`config.mk`:
```
export PLATFORM = sky130hd
export DESIGN_NAME = rxm_receiver
export DESIGN_NICKNAME = d
export VERILOG_FILES = /design/src/rxm_pkg.sv /design/src/rxm_cell_counter.sv /design/src/rxm_receiver.sv
export SDC_FILE = /design/constraint.sdc
export NUM_CORES = 1
export LEC_CHECK = 0
export BUFFER_PORTS_ARGS = -buffer_cell sky130_fd_sc_hd__buf_2
export CORE_UTILIZATION = 40
export CTS_BUF_LIST = sky130_fd_sc_hd__clkbuf_8
export DETAILED_ROUTE_END_ITERATION = 10
export PLACE_DENSITY = 0.66
export SYNTH_ARGS = -nofsm -noshare
export SYNTH_HDL_FRONTEND = slang
export SYNTH_SLANG_ARGS = --single-unit
export TNS_END_PERCENT = 1
```
`constraint.sdc`:
```
create_clock -name mclk_i -period 4.3 [get_ports mclk_i]
set_input_delay 0.215 -clock mclk_i [delete_from_list [all_inputs] [get_ports mclk_i]]
set_output_delay 0.215 -clock mclk_i [all_outputs]
set_load 0.005 [all_outputs]
```
`src/rxm_pkg.sv`:
```
package rxm_pkg;

  // Divide ratio of the bit cell and the mid-cell sample point.
  localparam int unsigned CELL_DIV = 16;
  localparam int unsigned CELL_W = 4;
  localparam logic [3:0] SAMPLE_POINT = 4'h7;
  localparam logic [3:0] CELL_RESTART = 4'h1;
  localparam logic [3:0] CELL_ZERO = 4'h0;

  // Character length limits.
  localparam int unsigned DATA_W = 8;
  localparam logic [3:0] MIN_CHAR_BITS = 4'h5;

  // Cycles from holding register load until the parity and framing flags and ready are valid; overrun is loaded with the holding register.
  localparam int unsigned FLAG_DELAY_CYC = 1;

  // Register map of the software port, word indices.
  localparam int unsigned ADDR_W = 2;
  localparam logic [1:0] REG_IRQ_STATUS = 2'h0;
  localparam logic [1:0] REG_IRQ_MASK = 2'h1;
  localparam logic [1:0] REG_RX_STATE = 2'h2;

  // Bit positions of the interrupt events.
  localparam int unsigned EV_CHAR = 0;
  localparam int unsigned EV_OVERRUN = 1;
  localparam int unsigned EV_PARITY = 2;
  localparam int unsigned EV_FRAMING = 3;
  localparam int unsigned EV_W = 4;

  // Reset values.
  localparam logic [3:0] IRQ_MASK_RST = 4'h0;
  localparam logic [7:0] HOLD_RST = 8'h00;

  typedef enum logic [2:0] {
    RXM_IDLE,
    RXM_START,
    RXM_DATA,
    RXM_PARITY,
    RXM_STOP
  } rxm_state_t;

  // Character format as taken from the select pins.
  typedef struct packed {
    logic even_parity_select;
    logic parity_disable;
    logic char_len_sel_hi;
    logic char_len_sel_lo;
  } rxm_cfg_t;

  // Receiver status flags.
  typedef struct packed {
    logic rx_char_ready_flag;
    logic overrun_flag;
    logic parity_mismatch_flag;
    logic stop_bit_missing_flag;
  } rxm_flags_t;

  // Number of data bits selected by the two length pins.
  function automatic logic [3:0] rxm_char_bits(input rxm_cfg_t cfg);
    rxm_char_bits = MIN_CHAR_BITS + {2'b00, cfg.char_len_sel_hi, cfg.char_len_sel_lo};
  endfunction : rxm_char_bits

endpackage : rxm_pkg

```
`src/rxm_cell_counter.sv`:
```
`timescale 1ns/100ps
module rxm_cell_counter #(
  parameter int unsigned CNT_W = rxm_pkg::CELL_W
) (
  input wire logic mclk_i,
  input wire logic reset_i,
  input wire logic restart_i,
  input wire logic run_i,
  output logic mid_cell_o
);

  logic [CNT_W-1:0] count_r;

  // The cycle that sees the edge counts as zero, so the restart loads one.
  // The counter wraps at sixteen, giving one mid-cell tick per bit time.
  always_ff @(posedge mclk_i)
  begin
    if (reset_i)
    begin
      count_r <= CNT_W'(rxm_pkg::CELL_ZERO);
    end
    else if (restart_i)
    begin
      count_r <= CNT_W'(rxm_pkg::CELL_RESTART);
    end
    else if (run_i)
    begin
      count_r <= count_r + CNT_W'(1);
    end
  end

  // Mid-cell strobe, used for start verification and every bit sample.
  assign mid_cell_o = run_i && (count_r == CNT_W'(rxm_pkg::SAMPLE_POINT));

endmodule : rxm_cell_counter

```
`src/rxm_receiver.sv`:
```
// The register offsets and strobed register access are this design's own decisions.
`timescale 1ns/100ps
module rxm_receiver #(
  parameter int unsigned DATA_W = rxm_pkg::DATA_W
) (
  input wire logic mclk_i,
  input wire logic reset_i,
  input wire logic serial_rx_in_i,
  input wire logic even_parity_select_i,
  input wire logic parity_disable_i,
  input wire logic char_len_sel_hi_i,
  input wire logic char_len_sel_lo_i,
  input wire logic status_output_release_i,
  input wire logic rx_bus_release_i,
  input wire logic ready_flag_clear_n_i,
  input wire logic [rxm_pkg::ADDR_W-1:0] reg_addr_i,
  input wire logic [31:0] reg_wdata_i,
  input wire logic reg_wr_i,
  input wire logic reg_rd_i,
  output logic [31:0] reg_rdata_o,
  output logic [DATA_W-1:0] rx_bus_o,
  output logic rx_bus_oe_o,
  output logic rx_char_ready_flag_o,
  output logic overrun_flag_o,
  output logic parity_mismatch_flag_o,
  output logic stop_bit_missing_flag_o,
  output logic status_oe_o,
  output logic irq_o
);

  rxm_pkg::rxm_state_t state_r;
  rxm_pkg::rxm_state_t state_nxt;
  rxm_pkg::rxm_cfg_t cfg_r;
  rxm_pkg::rxm_cfg_t cfg_pins;
  rxm_pkg::rxm_flags_t flags_r;
  logic rx_prev_r;
  logic falling_edge;
  logic mid_cell;
  logic cell_restart;
  logic cell_run;
  logic [3:0] bit_idx_r;
  logic [3:0] char_bits;
  logic [DATA_W-1:0] shift_r;
  logic [DATA_W-1:0] hold_r;
  logic parity_bit_r;
  logic load_hold;
  logic load_d_r;
  logic parity_err_d_r;
  logic framing_err_d_r;
  logic parity_err_now;
  logic ready_clear;
  logic [rxm_pkg::EV_W-1:0] irq_status_r;
  logic [rxm_pkg::EV_W-1:0] irq_mask_r;
  logic [rxm_pkg::EV_W-1:0] irq_events;
  logic [31:0] rdata_r;

  assign cfg_pins = '{even_parity_select: even_parity_select_i,
                      parity_disable: parity_disable_i,
                      char_len_sel_hi: char_len_sel_hi_i,
                      char_len_sel_lo: char_len_sel_lo_i};
  assign char_bits = rxm_pkg::rxm_char_bits(cfg_r);
  assign ready_clear = !ready_flag_clear_n_i;

  // Remember the line level so a high-to-low step can be seen.
  always_ff @(posedge mclk_i)
  begin
    if (reset_i)
    begin
      rx_prev_r <= 1'b1;
    end
    else
    begin
      rx_prev_r <= serial_rx_in_i;
    end
  end

  // Only an edge seen while idle opens a character.
  assign falling_edge = (state_r == rxm_pkg::RXM_IDLE) && rx_prev_r && !serial_rx_in_i;
  assign cell_restart = falling_edge;
  assign cell_run = (state_r != rxm_pkg::RXM_IDLE);

  rxm_cell_counter #(
    .CNT_W(rxm_pkg::CELL_W)
  ) u_cell (
    .mclk_i(mclk_i),
    .reset_i(reset_i),
    .restart_i(cell_restart),
    .run_i(cell_run),
    .mid_cell_o(mid_cell)
  );

  // Sequencing of the character frame, one step per mid-cell tick.
  always_comb
  begin
    state_nxt = state_r;
    unique case (state_r)
      rxm_pkg::RXM_IDLE:
      begin
        if (falling_edge)
        begin
          state_nxt = rxm_pkg::RXM_START;
        end
      end
      rxm_pkg::RXM_START:
      begin
        if (mid_cell)
        begin
          // A glitch shorter than half a bit is thrown away here.
          state_nxt = serial_rx_in_i ? rxm_pkg::RXM_IDLE : rxm_pkg::RXM_DATA;
        end
      end
      rxm_pkg::RXM_DATA:
      begin
        if (mid_cell && (bit_idx_r == char_bits - 4'h1))
        begin
          state_nxt = cfg_r.parity_disable ? rxm_pkg::RXM_STOP : rxm_pkg::RXM_PARITY;
        end
      end
      rxm_pkg::RXM_PARITY:
      begin
        if (mid_cell)
        begin
          state_nxt = rxm_pkg::RXM_STOP;
        end
      end
      rxm_pkg::RXM_STOP:
      begin
        // Going idle at mid stop lets the next start edge be caught early.
        if (mid_cell)
        begin
          state_nxt = rxm_pkg::RXM_IDLE;
        end
      end
      default:
      begin
        state_nxt = rxm_pkg::RXM_IDLE;
      end
    endcase
  end

  always_ff @(posedge mclk_i)
  begin
    if (reset_i)
    begin
      state_r <= rxm_pkg::RXM_IDLE;
    end
    else
    begin
      state_r <= state_nxt;
    end
  end

  // Format is captured at the start edge so pin changes mid-frame cannot
  // split a character between two formats.
  always_ff @(posedge mclk_i)
  begin
    if (reset_i)
    begin
      cfg_r <= '0;
    end
    else if (falling_edge)
    begin
      cfg_r <= cfg_pins;
    end
  end

  // Data bits land by index; clearing at the edge leaves upper bits zero.
  always_ff @(posedge mclk_i)
  begin
    if (reset_i)
    begin
      shift_r <= '0;
      bit_idx_r <= 4'h0;
      parity_bit_r <= 1'b0;
    end
    else if (falling_edge)
    begin
      shift_r <= '0;
      bit_idx_r <= 4'h0;
    end
    else if (mid_cell && (state_r == rxm_pkg::RXM_DATA))
    begin
      shift_r[bit_idx_r[2:0]] <= serial_rx_in_i;
      bit_idx_r <= bit_idx_r + 4'h1;
    end
    else if (mid_cell && (state_r == rxm_pkg::RXM_PARITY))
    begin
      parity_bit_r <= serial_rx_in_i;
    end
  end

  // Load happens at mid-cell of the first stop bit.
  assign load_hold = mid_cell && (state_r == rxm_pkg::RXM_STOP);

  // Odd parity wants an odd count of ones across data and parity bit.
  assign parity_err_now = !cfg_r.parity_disable &&
    ((^shift_r ^ parity_bit_r) != !cfg_r.even_parity_select);

  always_ff @(posedge mclk_i)
  begin
    if (reset_i)
    begin
      hold_r <= rxm_pkg::HOLD_RST;
    end
    else if (load_hold)
    begin
      hold_r <= shift_r;
    end
  end

  // Error results wait one cycle, the synchronous stand-in for half a clock.
  always_ff @(posedge mclk_i)
  begin
    if (reset_i)
    begin
      load_d_r <= 1'b0;
      parity_err_d_r <= 1'b0;
      framing_err_d_r <= 1'b0;
    end
    else
    begin
      load_d_r <= load_hold;
      if (load_hold)
      begin
        parity_err_d_r <= parity_err_now;
        framing_err_d_r <= !serial_rx_in_i;
      end
    end
  end

  // Overrun follows the load; ready follows one cycle later and wins a clear.
  always_ff @(posedge mclk_i)
  begin
    if (reset_i)
    begin
      flags_r <= '0;
    end
    else
    begin
      if (load_hold)
      begin
        flags_r.overrun_flag <= flags_r.rx_char_ready_flag;
      end
      if (load_d_r)
      begin
        flags_r.parity_mismatch_flag <= parity_err_d_r;
        flags_r.stop_bit_missing_flag <= framing_err_d_r;
        flags_r.rx_char_ready_flag <= 1'b1;
      end
      else if (ready_clear)
      begin
        flags_r.rx_char_ready_flag <= 1'b0;
      end
    end
  end

  // Pin outputs always carry register values; enables decide who drives.
  assign rx_bus_o = hold_r;
  assign rx_bus_oe_o = !rx_bus_release_i;
  assign rx_char_ready_flag_o = flags_r.rx_char_ready_flag;
  assign overrun_flag_o = flags_r.overrun_flag;
  assign parity_mismatch_flag_o = flags_r.parity_mismatch_flag;
  assign stop_bit_missing_flag_o = flags_r.stop_bit_missing_flag;
  assign status_oe_o = !status_output_release_i;

  // Events that feed the sticky interrupt status, all at flag-valid time.
  always_comb
  begin
    irq_events = '0;
    irq_events[rxm_pkg::EV_CHAR] = load_d_r;
    irq_events[rxm_pkg::EV_OVERRUN] = load_d_r && flags_r.overrun_flag;
    irq_events[rxm_pkg::EV_PARITY] = load_d_r && parity_err_d_r;
    irq_events[rxm_pkg::EV_FRAMING] = load_d_r && framing_err_d_r;
  end

  // Write-one-to-clear status; a new event in the same cycle stays set.
  always_ff @(posedge mclk_i)
  begin
    if (reset_i)
    begin
      irq_status_r <= '0;
    end
    else if (reg_wr_i && (reg_addr_i == rxm_pkg::REG_IRQ_STATUS))
    begin
      irq_status_r <= (irq_status_r & ~reg_wdata_i[rxm_pkg::EV_W-1:0]) | irq_events;
    end
    else
    begin
      irq_status_r <= irq_status_r | irq_events;
    end
  end

  always_ff @(posedge mclk_i)
  begin
    if (reset_i)
    begin
      irq_mask_r <= rxm_pkg::IRQ_MASK_RST;
    end
    else if (reg_wr_i && (reg_addr_i == rxm_pkg::REG_IRQ_MASK))
    begin
      irq_mask_r <= reg_wdata_i[rxm_pkg::EV_W-1:0];
    end
  end

  assign irq_o = |(irq_status_r & irq_mask_r);

  // Read data stand only in the cycle after the strobe; unmapped reads zero.
  always_ff @(posedge mclk_i)
  begin
    if (reset_i)
    begin
      rdata_r <= '0;
    end
    else if (reg_rd_i)
    begin
      unique case (reg_addr_i)
        rxm_pkg::REG_IRQ_STATUS: rdata_r <= {28'h0000000, irq_status_r};
        rxm_pkg::REG_IRQ_MASK: rdata_r <= {28'h0000000, irq_mask_r};
        rxm_pkg::REG_RX_STATE: rdata_r <= {16'h0000, state_r, 1'b0, flags_r, hold_r};
        default: rdata_r <= '0;
      endcase
    end
    else
    begin
      rdata_r <= '0;
    end
  end

  assign reg_rdata_o = rdata_r;

endmodule : rxm_receiver

```
== Yosys cells after proc, flatten, opt, wreduce, memory -nomap -nowiden ==
Index checks and enable logic that the tools add are counted.

* Register bits: 80
* Bits in latches: 0
* Memory bits (writable): 0
* Memory bits (read-only): 0
* Bits of input ports: 46
* Output and inout bits: 47
* Logic and storage cells: 98
* Memories kept: 0

* Add/subtract/negate cells: 4
* Multiply operators: 0
* Div/mod/pow operators: 0
* $lt $le $gt $ge: 2
* Equality and inequality tests: 15
* Shift-type cells: 0
* Muxes and demuxes: 17
* Bitwise gates (word level): 9
* Reduce and logical (&&, ||, !) cells: 29

{| class="wikitable"
|+ Operators by type and width
! cell !! count
|-
| one-hot mux 16 bit (3 select lines) || 1
|-
| 2-to-1 mux 3 bit || 6
|-
| one-hot mux 3 bit (5 select lines) || 1
|-
| logical AND 1 bit || 14
|-
| inequality test 2 bit, second input constant || 5
|-
| adder 4 x 1 -> 4 bit, second input constant || 2
|-
| bitwise AND 4 bit || 2
|-
| bitwise mux 8 bit || 1
|-
| bitwise OR 4 bit || 2
|-
| parity 8 bit || 1
|-
| == test 3 x 2 -> 1 bit, second input constant || 2
|-
| zero test 1 bit || 5
|-
| 2-to-1 mux 1 bit || 5
|-
| AND reduction 5 bit || 1
|-
| adder 3 x 2 -> 4 bit, first input constant || 1
|-
| == test 4 x 3 -> 1 bit, second input constant || 1
|-
| == test 4 bit || 1
|-
| < comparator 3 x 4 -> 1 bit, second input constant || 1
|-
| 2-to-1 mux 4 bit || 1
|-
| inverter 4 bit || 1
|-
| OR reduction 2 bit || 2
|-
| OR reduction 4 bit || 1
|-
| subtractor 4 x 1 -> 4 bit, second input constant || 1
|-
| demux 1 bit (select 3 bit) || 1
|-
| other kinds (15) || 17
|}

== Logic depth before layout (Yosys ltp) ==
* Word-level depth: 6
* Mapped depth: 8
* Depth with buffers taken out: 5

== Modules after synthesis ==
Synthesis repeated with hierarchy kept, for this count alone.

* Cell total of the unflattened synthesis: 311
* Area, all modules: 2874.0 µm²

{| class="wikitable"
|+ By module, submodules not included
! module !! instances !! cells an instance !! area an instance (µm²) !! seq. area each (µm²)
|-
| rxm_receiver || 1 || 291 || 2650.0 || 1181.1
|-
| rxm_cell_counter || 1 || 20 || 224.0 || 80.1
|}

== Least setup slack after synthesis ==
OpenSTA, ideal clock, no wires.

* Path type: flip-flop to flip-flop
* Start point: reg u_cell.count_r[0]
* End point: reg parity_err_d_r
* Setup time: 0.079 ns
* Arrival: 1.545 ns
* Required time: 4.221 ns
* Path slack: 2.676 ns
* Stages on the path, launching flop included: 7
* Path buffers: 1
* Path through: dfxtp_1 -> ha_1 -> and3b_1 -> clkbuf_2 -> nand3_2 -> or4_1 -> o211ai_1

* Word-level cells in the longest chain between the ends: 3

{| class="wikitable"
|+ Ends and longest elaborated chain
! item !! RTL line !! text
|-
| from (decl) || rxm_cell_counter.sv:12 || <nowiki>logic [CNT_W-1:0] count_r;</nowiki>
|-
| from (signal assigned) || rxm_cell_counter.sv:20 || <nowiki>count_r <= CNT_W'(rxm_pkg::CELL_ZERO);</nowiki>
|-
| from (signal assigned) || rxm_cell_counter.sv:24 || <nowiki>count_r <= CNT_W'(rxm_pkg::CELL_RESTART);</nowiki>
|-
| from (signal assigned) || rxm_cell_counter.sv:28 || <nowiki>count_r <= count_r + CNT_W'(1);</nowiki>
|-
| == test 4 x 3 -> 1 bit || rxm_cell_counter.sv:33 || <nowiki>assign mid_cell_o = run_i && (count_r == CNT_W'(rxm_pkg::SAMPLE_POINT));</nowiki>
|-
| logical AND 1 bit || rxm_cell_counter.sv:33 ||
|-
| logical AND 1 bit || rxm_receiver.sv:193 || <nowiki>assign load_hold = mid_cell && (state_r == rxm_pkg::RXM_STOP);</nowiki>
|-
| to (signal assigned) || rxm_receiver.sv:225 || <nowiki>parity_err_d_r <= parity_err_now;</nowiki>
|-
| to (decl) || rxm_receiver.sv:48 || <nowiki>logic parity_err_d_r;</nowiki>
|}

Every way passes these cells.
A chain may end at the register's enable or synchronous reset.

== Worst setup path in the final report ==
Ends and elaborated chain as after synthesis.

==> flow_summary.toml <==
[sta]
grt_setup_unrepaired = "no"
slew_viol_final = 0
finClkSkew_ns = 0.00834
setup_viol_count_final = 0
slew_headroom_pct = 24.8
worst_pin_slew_ns = 1.13
period_share_pct = 54.8
timing.fmax_mhz = 424
finalHoldViolCount = 0
fin_crit_ns = 2.36
setup_total_negative_slack_ns = 0
fin_ws_ns = 1.94

[clocking]
cts_resized = 0
h-tree-depth = 3
cts_buffers = 9
cts.clk_slew.worst_paths_ns = 0.07
clk_latency_ns = 0.34
clockBufferDepth = 2
post_cts_buffers = 0
tritoncts = "built"
cts_sinks = 63
holdBufCountCts = 0
cts.root.buffer_cell = "clkbuf_8"

[critical_path]
crit_required_ns = 4.57
reg2reg_slack_ns = 1.94
cpMaxStageDelayCell = "or4_1"
worstSetupEndpointType = "flip-flop"
start_kind = "flip-flop"
crit_fanout = 15
worstSetupPathType = "reg -> reg"
crit_path_cell_trace = "ha_1, and3b_1, nand3_2, or4_1, o211ai_1"
critPathArrivalTime_ns = 2.62
cpPeakStageDelay_ns = 0.58

[routing]
dr.pass1.iters = 7
wl_per_cell_um = 11.8
drt_iter0_markers = 127
routed_wl_um = 4920
vias = 2020
drc = 8
vias_per_cell = 4.87
ant_nets = 0

[layout]
seqCellArea_um2 = 1260
final_layout_size_suffix_gt1_share_pct = 19.8
final_common_cell = "dfxtp_1"
multi_input_area_um2 = 1290
area_growth_pct = 14.6
finish.utilization_pct = 48.4
most-common-layout-cells = "dfxtp_1 (63), buf_2 (47), nor2_1 (44)"
num-nets-final = 381
antenna_cells = 0
nFillCells = 614

[global_routing]
grt_overflow = 0
grt_pass1_vias = 1743
grt_pass1_wl_um = 8150
grt_use_total_pct = 14.8
antenna_found_initial = 0
grt_max_degree = 39

[floorplan]
die_x_um = 84.8
pin_count = 93
dieArea_um2 = 7200
rows = 29
core_um2 = 6490
die_h_um = 84.8
start_util_pct = 42.2

[placement]
io_buffer_count = 47
place_congestion = 0.805
dpl.hpwl_um = 3370
preCtsSetupSlack_ns = 1.96

[synth]
yosys_warnings = 0
synth_top_flop_cell = "dfxtp_1"
synth-edff-count = 0
avgSynthCellArea_um2 = 9.27
synth-seq-area-share_pct = 46.0
synthArstFlopShare_pct = 0
synth_cell_types = 44
postSynthCellCount = 296
syn-cell-area_um2 = 2740
ys_ff_latch = 63

[power_and_ir_drop]
vdd_drop_max_mv = 0.139
p_leak_nw = 1.48
powerDensity_nw_per_um2 = 409

[status]
status = "finished with violations"
violations = "design-rule violations"

[min_path]
min-delay-path-class = "in -> reg"

[job]
drv_cap = 0
-- critical path, delay by kind of cell (launching register included) --
family | cells | cell delay, ns
and+or+nand+nor | 3 | 1.53
DFF | 1 | 0.38
adders and majority gates | 1 | 0.20
AOI/OAI and AO/OA | 1 | 0.16
-- cells by family after synthesis --
| kind of cell | after synthesis | share of synthesized area, % |
|---|---|---|
| DFF | 63 | 46.0 |
| other | 1 | 0.137 |
| muxes | 27 | 9.85 |
| xor gates and xnor gates | 14 | 4.97 |
| AOI/OAI and AO/OA | 28 | 6.34 |
| adders and majority gates | 2 | 0.912 |
| and+or+nand+nor | 121 | 22.8 |
| buffers and inverters | 40 | 9.03 |
-- sequential cells by signal, indices dropped and copies added, names as in the netlist, 4 cells and up --
signal	flops
reg_rdata_o	15
rx_bus_o	8
shift_r	8
bit_idx_r	4
cfg_r	4
irq_mask_r	4
irq_status_r	4
u_cell.count_r	4
-- per-layer routing --
layer	routed length, um	GRT usage (%)
met5	0	0
met4	131	10.0
met3	217	3.89
met2	2180	21.7
met1	2390	19.2
-- per-stage QoR --
step | cells | hold slack [ns] | instance area [um2] | power, mW
global route | 415 | 0.0951 | 3140 | 1.33
global placement | 399 | 0.444 | 2900 | 0.670
CTS | 415 | 0.102 | 3140 | 1.29
floorplan | 312 | 0.359 | 2800 | 0.672
detailed placement | 399 | 0.450 | 2900 | 0.671
finish | 415 | 0.106 | 3140 | 1.28
-- path summary, 6_finish.rpt --
path	start	end	depth (start not counted)
worst min-delay path	char_len_sel_lo_i	cfg_r[0]	3
worst max register to register	u_cell.count_r[0]	parity_err_d_r	5
worst min register to register	framing_err_d_r	framing_err_d_r	2
worst max-delay path	u_cell.count_r[0]	parity_err_d_r	5
-- area by class of cell --
type / count / area share, %
flip-flops and latches: 63 / 40.1
inverters: 3 / 0.358
well taps: 77 / 3.06
clock inverters: 6 / 3.42
clock buffers: 10 / 4.38
multi-input cells: 209 / 41.2
repair buffers: 47 / 7.48
-- report_power, final --
part | leakage (nW) | switching (mW) | internal, mW
clock | 0.122 | 0.228 | 0.399
combinational | 0.844 | 0.0361 | 0.0236
sequential | 0.509 | 0.00757 | 0.591
total | 1.48 | 0.272 | 1.01
-- synthesized netlist by cell type (all sizes together), types with 2 or more instances --
| library cell | number | area [um2] |
|---|---|---|
| nor3b | 4 | 30.0 |
| ha | 2 | 25.0 |
| nand3b | 4 | 30.0 |
| a22oi | 3 | 22.5 |
| nor2 | 44 | 165 |
| xor2 | 8 | 70.1 |
| nand2 | 21 | 78.8 |
| dfxtp | 63 | 1260 |
| nand3 | 9 | 50.1 |
| nand2b | 4 | 32.5 |
| nand4b | 6 | 52.6 |
| inv | 3 | 11.3 |
| or2 | 3 | 18.8 |
| mux2i | 27 | 270 |
| xnor2 | 5 | 43.8 |
| clkbuf | 12 | 46.3 |
| a21oi | 16 | 80.1 |
| and2 | 12 | 75.1 |
| nand4 | 5 | 31.3 |
| buf | 25 | 190 |
| nor2b | 4 | 25.0 |
Power figures use the tool's default switching activity.
